==> src/hdl/pmc_pkg.sv <==
// shared constants and types for the power-mode clock gating block
package pmc_pkg;

   // system clock source selection
   typedef enum logic [1:0] {
      PMC_SRC_PRIMARY = 2'h0,
      PMC_SRC_FAST    = 2'h1,
      PMC_SRC_SECOND  = 2'h2,
      PMC_SRC_LOWPWR  = 2'h3
   } pmc_src_t;

   // power mode, gray in code order run -> idle -> sleep -> wake
   typedef enum logic [1:0] {
      PMC_RUN   = 2'h0,
      PMC_IDLE  = 2'h1,
      PMC_SLEEP = 2'h3,
      PMC_WAKE  = 2'h2
   } pmc_state_t;

   // wake sources from self-clocked peripherals
   typedef struct packed {
      logic change_detect;
      logic watchdog_counter;
      logic converter;
      logic serial_port;
      logic other_irq;
   } pmc_wake_t;

   // clock enables to the clock tree
   typedef struct packed {
      logic cpu;
      logic periph;
      logic primary_osc;
      logic fast_internal_osc;
      logic secondary_osc;
      logic low_power_internal_osc;
   } pmc_clk_en_t;

   // start-up delays per source, in microseconds
   localparam int PMC_CLK_MHZ         = 20;
   localparam int PMC_START_PRI_US    = 1000;
   localparam int PMC_START_FAST_US   = 10;
   localparam int PMC_START_SEC_US    = 2000;
   localparam int PMC_START_LOW_US    = 5;
   localparam int PMC_START_PRI_CYC   = PMC_START_PRI_US * PMC_CLK_MHZ;
   localparam int PMC_START_FAST_CYC  = PMC_START_FAST_US * PMC_CLK_MHZ;
   localparam int PMC_START_SEC_CYC   = PMC_START_SEC_US * PMC_CLK_MHZ;
   localparam int PMC_START_LOW_CYC   = PMC_START_LOW_US * PMC_CLK_MHZ;
   localparam int PMC_CNT_W           = 16;

endpackage

==> src/hdl/pmc_top.sv <==
// power-mode controller: cpu and system clock gating for idle and sleep
// How it works
// - cpu clock stops in idle and sleep
// - idle keeps system source and peripherals running
// - idle works from fast internal source
// - idle works from secondary or low-power source
// - sleep stops cpu, peripherals, and the system source unless it is low-power or kept by the usb override
// - self-clocked peripherals run in sleep, wake
// - clock fail monitor off during sleep
// - watchdog count kept on sleep entry
// - wake waits a source-dependent start-up delay
// - usb may keep primary or fast source
// - output pins hold levels in sleep
`timescale 1ns/1ps
module pmc_top
   import pmc_pkg::*;
#(
   parameter int START_PRI_CYC  = PMC_START_PRI_CYC,
   parameter int START_FAST_CYC = PMC_START_FAST_CYC,
   parameter int START_SEC_CYC  = PMC_START_SEC_CYC,
   parameter int START_LOW_CYC  = PMC_START_LOW_CYC
) (
   // clock and reset
   input  wire logic        mclk,
   input  wire logic        resetn,
   // software control
   input  wire logic        halt_req,
   input  wire logic        sleep_sel,
   input  wire pmc_src_t    sys_src,
   input  wire logic [7:0]  module_dis,
   input  wire logic        usb_keep_osc,
   input  wire logic        fail_mon_en,
   // wake events, from outside the clock domain
   input  wire pmc_wake_t   wake_in,
   // pins to hold
   input  wire logic [7:0]  pin_out_in,
   // clock tree and status
   output pmc_clk_en_t      clk_en,
   output logic [7:0]       module_en,
   output logic             fail_mon_active,
   output logic             watchdog_hold,
   output logic [7:0]       pin_out,
   output pmc_state_t       mode
);

   // start-up counts must fit the wait counter and be non-zero
   if (START_PRI_CYC < 1 || START_FAST_CYC < 1 ||
       START_SEC_CYC < 1 || START_LOW_CYC < 1 ||
       START_PRI_CYC >= (1 << PMC_CNT_W) ||
       START_SEC_CYC >= (1 << PMC_CNT_W) ||
       START_FAST_CYC >= (1 << PMC_CNT_W) ||
       START_LOW_CYC >= (1 << PMC_CNT_W)) begin : g_bad_start
      $error("start-up count out of range");
   end

   // wake synchroniser
   pmc_wake_t wake_s1_reg;
   pmc_wake_t wake_s2_reg;

   always_ff @(posedge mclk or negedge resetn) begin
      if (!resetn) begin
         wake_s1_reg <= '0;
         wake_s2_reg <= '0;
      end else begin
         wake_s1_reg <= wake_in;
         wake_s2_reg <= wake_s1_reg;
      end
   end

   logic wake_any;
   assign wake_any = |wake_s2_reg;

   // mode sequencer
   pmc_state_t              state_reg, state_next;
   logic [PMC_CNT_W-1:0]    cnt_reg, cnt_next;
   logic [PMC_CNT_W-1:0]    start_cyc;

   always_comb begin
      unique case (sys_src)
         PMC_SRC_PRIMARY: start_cyc = PMC_CNT_W'(START_PRI_CYC);
         PMC_SRC_FAST:    start_cyc = PMC_CNT_W'(START_FAST_CYC);
         PMC_SRC_SECOND:  start_cyc = PMC_CNT_W'(START_SEC_CYC);
         PMC_SRC_LOWPWR:  start_cyc = PMC_CNT_W'(START_LOW_CYC);
      endcase
   end

   logic src_kept;
   // usb override keeps primary or fast source alive in sleep
   assign src_kept = usb_keep_osc &&
                     (sys_src == PMC_SRC_PRIMARY ||
                      sys_src == PMC_SRC_FAST);

   always_comb begin
      state_next = state_reg;
      cnt_next   = cnt_reg;
      unique case (state_reg)
         PMC_RUN: begin
            // entry only on software halt request
            if (halt_req) begin
               state_next = sleep_sel ? PMC_SLEEP : PMC_IDLE;
            end
         end
         PMC_IDLE: begin
            if (wake_any) begin
               state_next = PMC_RUN;
            end
         end
         PMC_SLEEP: begin
            if (wake_any) begin
               // source left running needs no start-up wait
               if (src_kept) begin
                  state_next = PMC_RUN;
               end else begin
                  state_next = PMC_WAKE;
                  cnt_next   = start_cyc - PMC_CNT_W'(1);
               end
            end
         end
         PMC_WAKE: begin
            if (cnt_reg == '0) begin
               state_next = PMC_RUN;
            end else begin
               cnt_next = cnt_reg - PMC_CNT_W'(1);
            end
         end
      endcase
   end

   always_ff @(posedge mclk or negedge resetn) begin
      if (!resetn) begin
         state_reg <= PMC_RUN;
         cnt_reg   <= '0;
      end else begin
         state_reg <= state_next;
         cnt_reg   <= cnt_next;
      end
   end

   // registered outputs
   pmc_clk_en_t   clk_en_reg, clk_en_next;
   logic [7:0]    module_en_reg, module_en_next;
   logic          fail_mon_reg, fail_mon_next;
   logic          wd_hold_reg, wd_hold_next;
   logic [7:0]    pin_out_reg, pin_out_next;

   always_comb begin
      logic run_like;
      logic sys_on;
      run_like = (state_next == PMC_RUN);
      // system source off only in sleep or while restarting
      sys_on   = (state_next == PMC_RUN || state_next == PMC_IDLE) ||
                 src_kept;
      clk_en_next.cpu = run_like;
      // idle keeps peripherals clocked from any source
      clk_en_next.periph = (state_next == PMC_RUN) ||
                           (state_next == PMC_IDLE);
      clk_en_next.primary_osc =
         (sys_src == PMC_SRC_PRIMARY) && sys_on;
      clk_en_next.fast_internal_osc =
         (sys_src == PMC_SRC_FAST) && sys_on;
      clk_en_next.secondary_osc =
         (sys_src == PMC_SRC_SECOND) && sys_on;
      // low-power source stays on: self-clocked wake logic uses it
      clk_en_next.low_power_internal_osc = 1'b1;
      // individual disables honoured in every mode
      module_en_next = ~module_dis;
      fail_mon_next  = fail_mon_en && (state_next != PMC_SLEEP) &&
                       (state_next != PMC_WAKE);
      // watchdog count frozen-free: hold flag only blocks auto-clear
      wd_hold_next   = (state_next == PMC_SLEEP);
      // pins follow drive when running, latch while asleep
      pin_out_next   = (state_next == PMC_SLEEP || state_next == PMC_WAKE)
                       ? pin_out_reg : pin_out_in;
   end

   always_ff @(posedge mclk or negedge resetn) begin
      if (!resetn) begin
         clk_en_reg    <= '{cpu: 1'b1, periph: 1'b1, primary_osc: 1'b1,
                            fast_internal_osc: 1'b0, secondary_osc: 1'b0,
                            low_power_internal_osc: 1'b1};
         module_en_reg <= '0;
         fail_mon_reg  <= 1'b0;
         wd_hold_reg   <= 1'b0;
         pin_out_reg   <= '0;
      end else begin
         clk_en_reg    <= clk_en_next;
         module_en_reg <= module_en_next;
         fail_mon_reg  <= fail_mon_next;
         wd_hold_reg   <= wd_hold_next;
         pin_out_reg   <= pin_out_next;
      end
   end

   assign clk_en          = clk_en_reg;
   assign module_en       = module_en_reg;
   assign fail_mon_active = fail_mon_reg;
   assign watchdog_hold   = wd_hold_reg;
   assign pin_out         = pin_out_reg;
   assign mode            = state_reg;

endmodule

==> config.mk <==
export PLATFORM = sky130hd
export DESIGN_NAME = pmc_top
export DESIGN_NICKNAME = d
export VERILOG_FILES = /design/src/hdl/pmc_pkg.sv /design/src/hdl/pmc_top.sv
export SDC_FILE = /design/constraint.sdc
export NUM_CORES = 1
export LEC_CHECK = 0
export BUFFER_PORTS_ARGS = -buffer_cell sky130_fd_sc_hd__clkbuf_2
export CAP_MARGIN = 5
export CORE_MARGIN = 3
export CORE_UTILIZATION = 54
export DETAILED_ROUTE_END_ITERATION = 6
export PLACE_DENSITY = 0.79
export SYNTH_ARGS = -nofsm -noshare
export SYNTH_HDL_FRONTEND = slang
export SYNTH_SLANG_ARGS = --single-unit
==> constraint.sdc <==
create_clock -name mclk -period 2.7 [get_ports mclk]
set_input_delay 0.27 -clock mclk [delete_from_list [all_inputs] [get_ports mclk]]
set_output_delay 0.27 -clock mclk [all_outputs]
set_load 0.02 [all_outputs]
## Yosys cells after proc, flatten, opt, wreduce, memory -nomap -nowiden

Cells that the tools add are included.

| word-level totals | value |
|---|---|
| register bits | 51 |
| output and inout bits | 26 |

| operators by class | value |
|---|---|
| $add $sub $neg | 2 |
| equality and inequality tests | 14 |
| muxes and demuxes | 12 |
| bitwise gates (word level) | 1 |
| reductions and logical operators | 17 |

Operator list:

| operator | count |
|---|---|
| 16-bit one-hot mux with 4 select lines | 1 |
| 16-bit two-way mux | 3 |
| 16-bit one-hot mux with 2 select lines | 1 |
| 16-bit by 1-bit subtractor with 16-bit output, second input constant | 2 |
| 16-bit logical NOT | 1 |
| 2-bit == test, second input constant | 6 |
| 2-bit two-way mux | 6 |
| 2-bit inequality test, second input constant | 5 |
| 8-bit NOT | 1 |
| 2-bit one-hot mux with 4 select lines | 1 |
| 2-bit by 1-bit == test with 1-bit output, second input constant | 3 |
| 1-bit logical AND | 6 |
| 2-bit logical NOT | 3 |
| 5-bit OR reduction | 1 |
| 1-bit logical OR | 4 |
| 4-bit AND reduction | 1 |
| 2-bit nonzero test | 1 |

## Logic depth before layout (Yosys ltp)

| depth | value |
|---|---|
| depth after elaboration | 10 |
| depth in mapped cells | 11 |

## Worst setup path after synthesis

No wires, ideal clock.

| timing path | value |
|---|---|
| path type | reg2reg |
| start point | reg state_reg[1], in the netlist mode[1] |
| end point | reg cnt_reg[8] |
| arrival time | 2.427 ns |
| data required time | 2.601 ns |
| path slack | 0.173 ns |
| cell stages (with the launch flop) | 12 |
| cell sequence | dfrtp_1 -> nor2b_1 -> buf_2 -> clkbuf_1 -> clkbuf_1 -> nand2_1 -> ha_1 -> nand4b_1 -> a221oi_2 -> and2_1 -> a21oi_1 -> a311oi_1 |

| between the ends | value |
|---|---|
| word-level cells in the longest chain between the ends | 3 |
| elaborated cells on any way between the ends | 8 |

Ends and longest elaborated chain:

| element | line | source |
|---|---|---|
| start: declaration | pmc_top.sv:74 | `pmc_state_t state_reg, state_next;` |
| start signal: assignment | pmc_top.sv:134 | `state_reg <= state_next;` |
| 2-bit == test | pmc_top.sv:96 | `unique case (state_reg)` |
| 2-bit inequality test (no source line) / 2-bit nonzero test (equally long branches) | n/a |  |
| 4-bit AND reduction (no source line) | n/a |  |
| end signal: assignment | pmc_top.sv:135 | `cnt_reg <= cnt_next;` |
| end: declaration | pmc_top.sv:75 | `logic [PMC_CNT_W-1:0] cnt_reg, cnt_next;` |

Parallel ways exist; a longest one is shown, timed or not.
A chain may end at the register's enable or synchronous reset.

## Worst setup path after layout

| timing path | value |
|---|---|
| start point | reg cnt_reg[7] |
| end point | reg pin_out_reg[0], in the netlist pin_out[0] |

| between the ends | value |
|---|---|
| word-level cells in the longest chain between the ends | 5 |
| elaborated cells on any way between the ends | 6 |

Ends and longest elaborated chain:

| element | line | source |
|---|---|---|
| 16-bit logical NOT (*) | pmc_top.sv:120 | `if (cnt_reg == '0) begin` |
| 2-bit two-way mux (*) | pmc_top.sv:120 |  |
| 2-bit one-hot mux with 4 select lines (*) | pmc_top.sv:96 |  |
| 2-bit == test | pmc_top.sv:172 | `pin_out_next = (state_next == PMC_SLEEP \|\| state_next == PMC_WAKE)` |
| 1-bit logical OR (*) | pmc_top.sv:172 |  |
| end signal: assignment | pmc_top.sv:190 | `pin_out_reg <= pin_out_next;` |
| end: declaration | pmc_top.sv:144 | `logic [7:0] pin_out_reg, pin_out_next;` |

Mark *: on every way between the ends. The rest lies on a longest branch, timed or not.

==> impl_metrics.ini <==
[route]
ant_nets = 0
wl_mm = 5.46
dr.first_iter.drc_count = 171
drt-vias-per-instance = 5.62
post_drt_wl_per_cell_um = 15.3
drt_pre_antenna_iters = 4
via_count = 2000
drc = 0

[floorplan]
num_rows = 24
die_area_sq_um = 5460
core_sq_um = 4410
ios = 55
die_width_um = 73.9
initial_core_util_pct = 56.4
die_h_um = 73.9

[global_route]
grt_max_degree = 34
grt_pass1_vias = 2029
overflow = 0
track_usage_pct = 21.8
grt_pass1_wl_mm = 9.39
antenna_found_initial = 0

[timing]
fmax_mhz = 422
tns_ns = 0
post-route-min-period_ns = 2.37
fin_skew_ns = 0.00797
hold-worst-slack_ns = 0.0693
drv_slew = 0
slew_headroom_pct = 56.2
timing.final.crit_share_pct = 87.7
setup_viol = 0
final_hold_viol_count = 0
rsz0062_at_grt = no
worstMarginPinSlew_ns = 0.656

[hold_path]
hold_class = input port to flip-flop
hold_path.startpoint = wake_in[3]

[place]
numPortBuffers = 53
dp_hpwl_mm = 4.19
place_area_sq_um = 2840
gp_congestion = 0.978

[setup_path]
critPathCaptureType = flip-flop
critPathLaunch = cnt_reg[7]
startpoint_type = flip-flop
timing.rr.start = cnt_reg[7]
critPathKind = flip-flop to flip-flop
crit_arrival_ns = 2.56
cp.required_ns = 2.89
critPathMaxFanout = 15

[synth]
synth_seq_area_share_pct = 51.4
synth_cells = 242
synth_cell_types = 48
syn-num-nets = 278
synth_edf_count = 0
synthFlopType = dfrtp_1
syn_avg_cell_area_sq_um = 10.3
ys_warn_count = 0
netlist_area_sq_um = 2490
ys_ff_latch = 51
ys_async_sr_fraction_pct = 100

[cells_and_area]
nets = 339
largest_reg_flops = 16
synthToLayoutAreaGrowth_pct = 17.9
antenna_cells = 0
drive_gt1_share_pct = 29.9
fin_area_sq_um = 2940

[clock_tree]
cts_setup_buffers = 0
cts.sinks = 51
cts_buffer_depth = 2
clkSlewWorstSetupHoldPaths_ns = 0.10
htree_levels = 2
cts-root-buf = clkbuf_8
cts_tree = yes
cts_made_buffers = 5
clk_latency_ns = 0.30

[job]
max-cap-violations = 0

[power_and_ir_drop]
vdd_drop_max_v = 0.000730
finalPower_mw = 3.12
p_per_area_nw_per_um2 = 1060
p_leak_nw = 1.36

[run_status]
status = finished, final reports clean
==> cells by family after synthesis <==
family	after synthesis	synth area share, %
AOI/OAI and AO/OA	61	16.1
xor gates and xnor gates	1	0.352
other	1	0.151
buffers and inverters	25	4.77
muxes	12	5.78
and+or+nand+nor	84	18.0
DFF	51	51.4
adders and majority gates	7	3.52
==> through the flow <==
step | worst slack [ns] | cells | util [%]
floorplan | 0.173 | 242 | -
global placement | 0.426 | 347 | 64.3
detailed placement | 0.341 | 347 | 64.3
CTS | 0.321 | 356 | 66.5
global route | 0.179 | 356 | 66.5
finish | 0.331 | 356 | 66.5
==> cells in the final DEF (no fill, tap or decap), drive strengths merged, types with 3 or more instances in the layout <==
cell	instances
a211oi	3
a21oi	18
a22o	3
a311oi	4
and2	4
buf	11
clkbuf	59
dfrtp	48
dfstp	3
ha	7
inv	15
mux2	10
nand2	15
nand2b	5
nand3	6
nor2	28
nor3	8
nor3b	3
nor4	4
o21a	9
o21ai	14
==> cells in the mapped netlist, drive strengths merged, types with 4 or more instances <==
cell type | n | share of area [%]
buf | 5 | 1.8
inv | 14 | 2.1
a21oi | 18 | 3.8
clkbuf | 6 | 0.90
nand2b | 5 | 1.3
ha | 7 | 3.5
mux2 | 10 | 5.0
o21a | 9 | 2.7
and2 | 4 | 1.0
nor2 | 28 | 4.5
dfrtp | 48 | 48
nand3 | 6 | 1.2
a311oi | 4 | 1.4
nor3 | 8 | 1.6
nor4 | 4 | 1.9
o21ai | 14 | 2.8
nand2 | 15 | 2.3
==> final cells by class <==
type                       count  area (sq um)
sequential                    51          1280
multi-input combinational    166          1090
timing repair buffer          65           358
inverter                      14          52.6
tap                           52          65.1
fill                         342          1480
clock inverter                 2          16.3
clock buffer                   6          72.6
==> critical path, stage by stage, from the launching register on <==
cell,delay (ns)
dfrtp_1,0.45
nor4_2,0.38
and4b_1,0.30
a21oi_2,0.09
or2_4,0.28
nor2_4,0.36
mux2_2,0.39
==> what timing repair did <==
item | in CTS | in global routing
resized for setup | 0 | 0
hold buffers | 1 | 0
endpoints found under the hold margin | 16 | 0
==> where the power goes <==
group	internal (mW)	switching, mW	total, mW	leakage, nW
Sequential	1.01	0.225	1.23	0.599
Clock	0.187	0.252	0.439	0.0418
Combinational	0.616	0.834	1.45	0.722
==> final timing paths <==
kind / to / slack [ns] / cells after the start
hold reg to reg: wake_s2_reg[3] / 0.35 / 0
max in group asynchronous: clk_en[5] / 1.42 / 3
min in group asynchronous: cnt_reg[6] / 0.47 / 2
hold / removal: wake_s1_reg[3] / 0.07 / 1
setup reg to reg: pin_out[0] / 0.33 / 6
setup / recovery: pin_out[0] / 0.33 / 6
==> per-layer routing <==
metal | up-vias | track usage [%] | routed length [um]
li1 | 967 | - | -
met1 | 963 | 29.7 | 2400
met2 | 63 | 35.3 | 2740
met4 | 0 | 6.04 | 47
met5 | - | 0 | 0
met3 | 7 | 4.51 | 266
No activity file was read; power rests on OpenSTA's default activity.
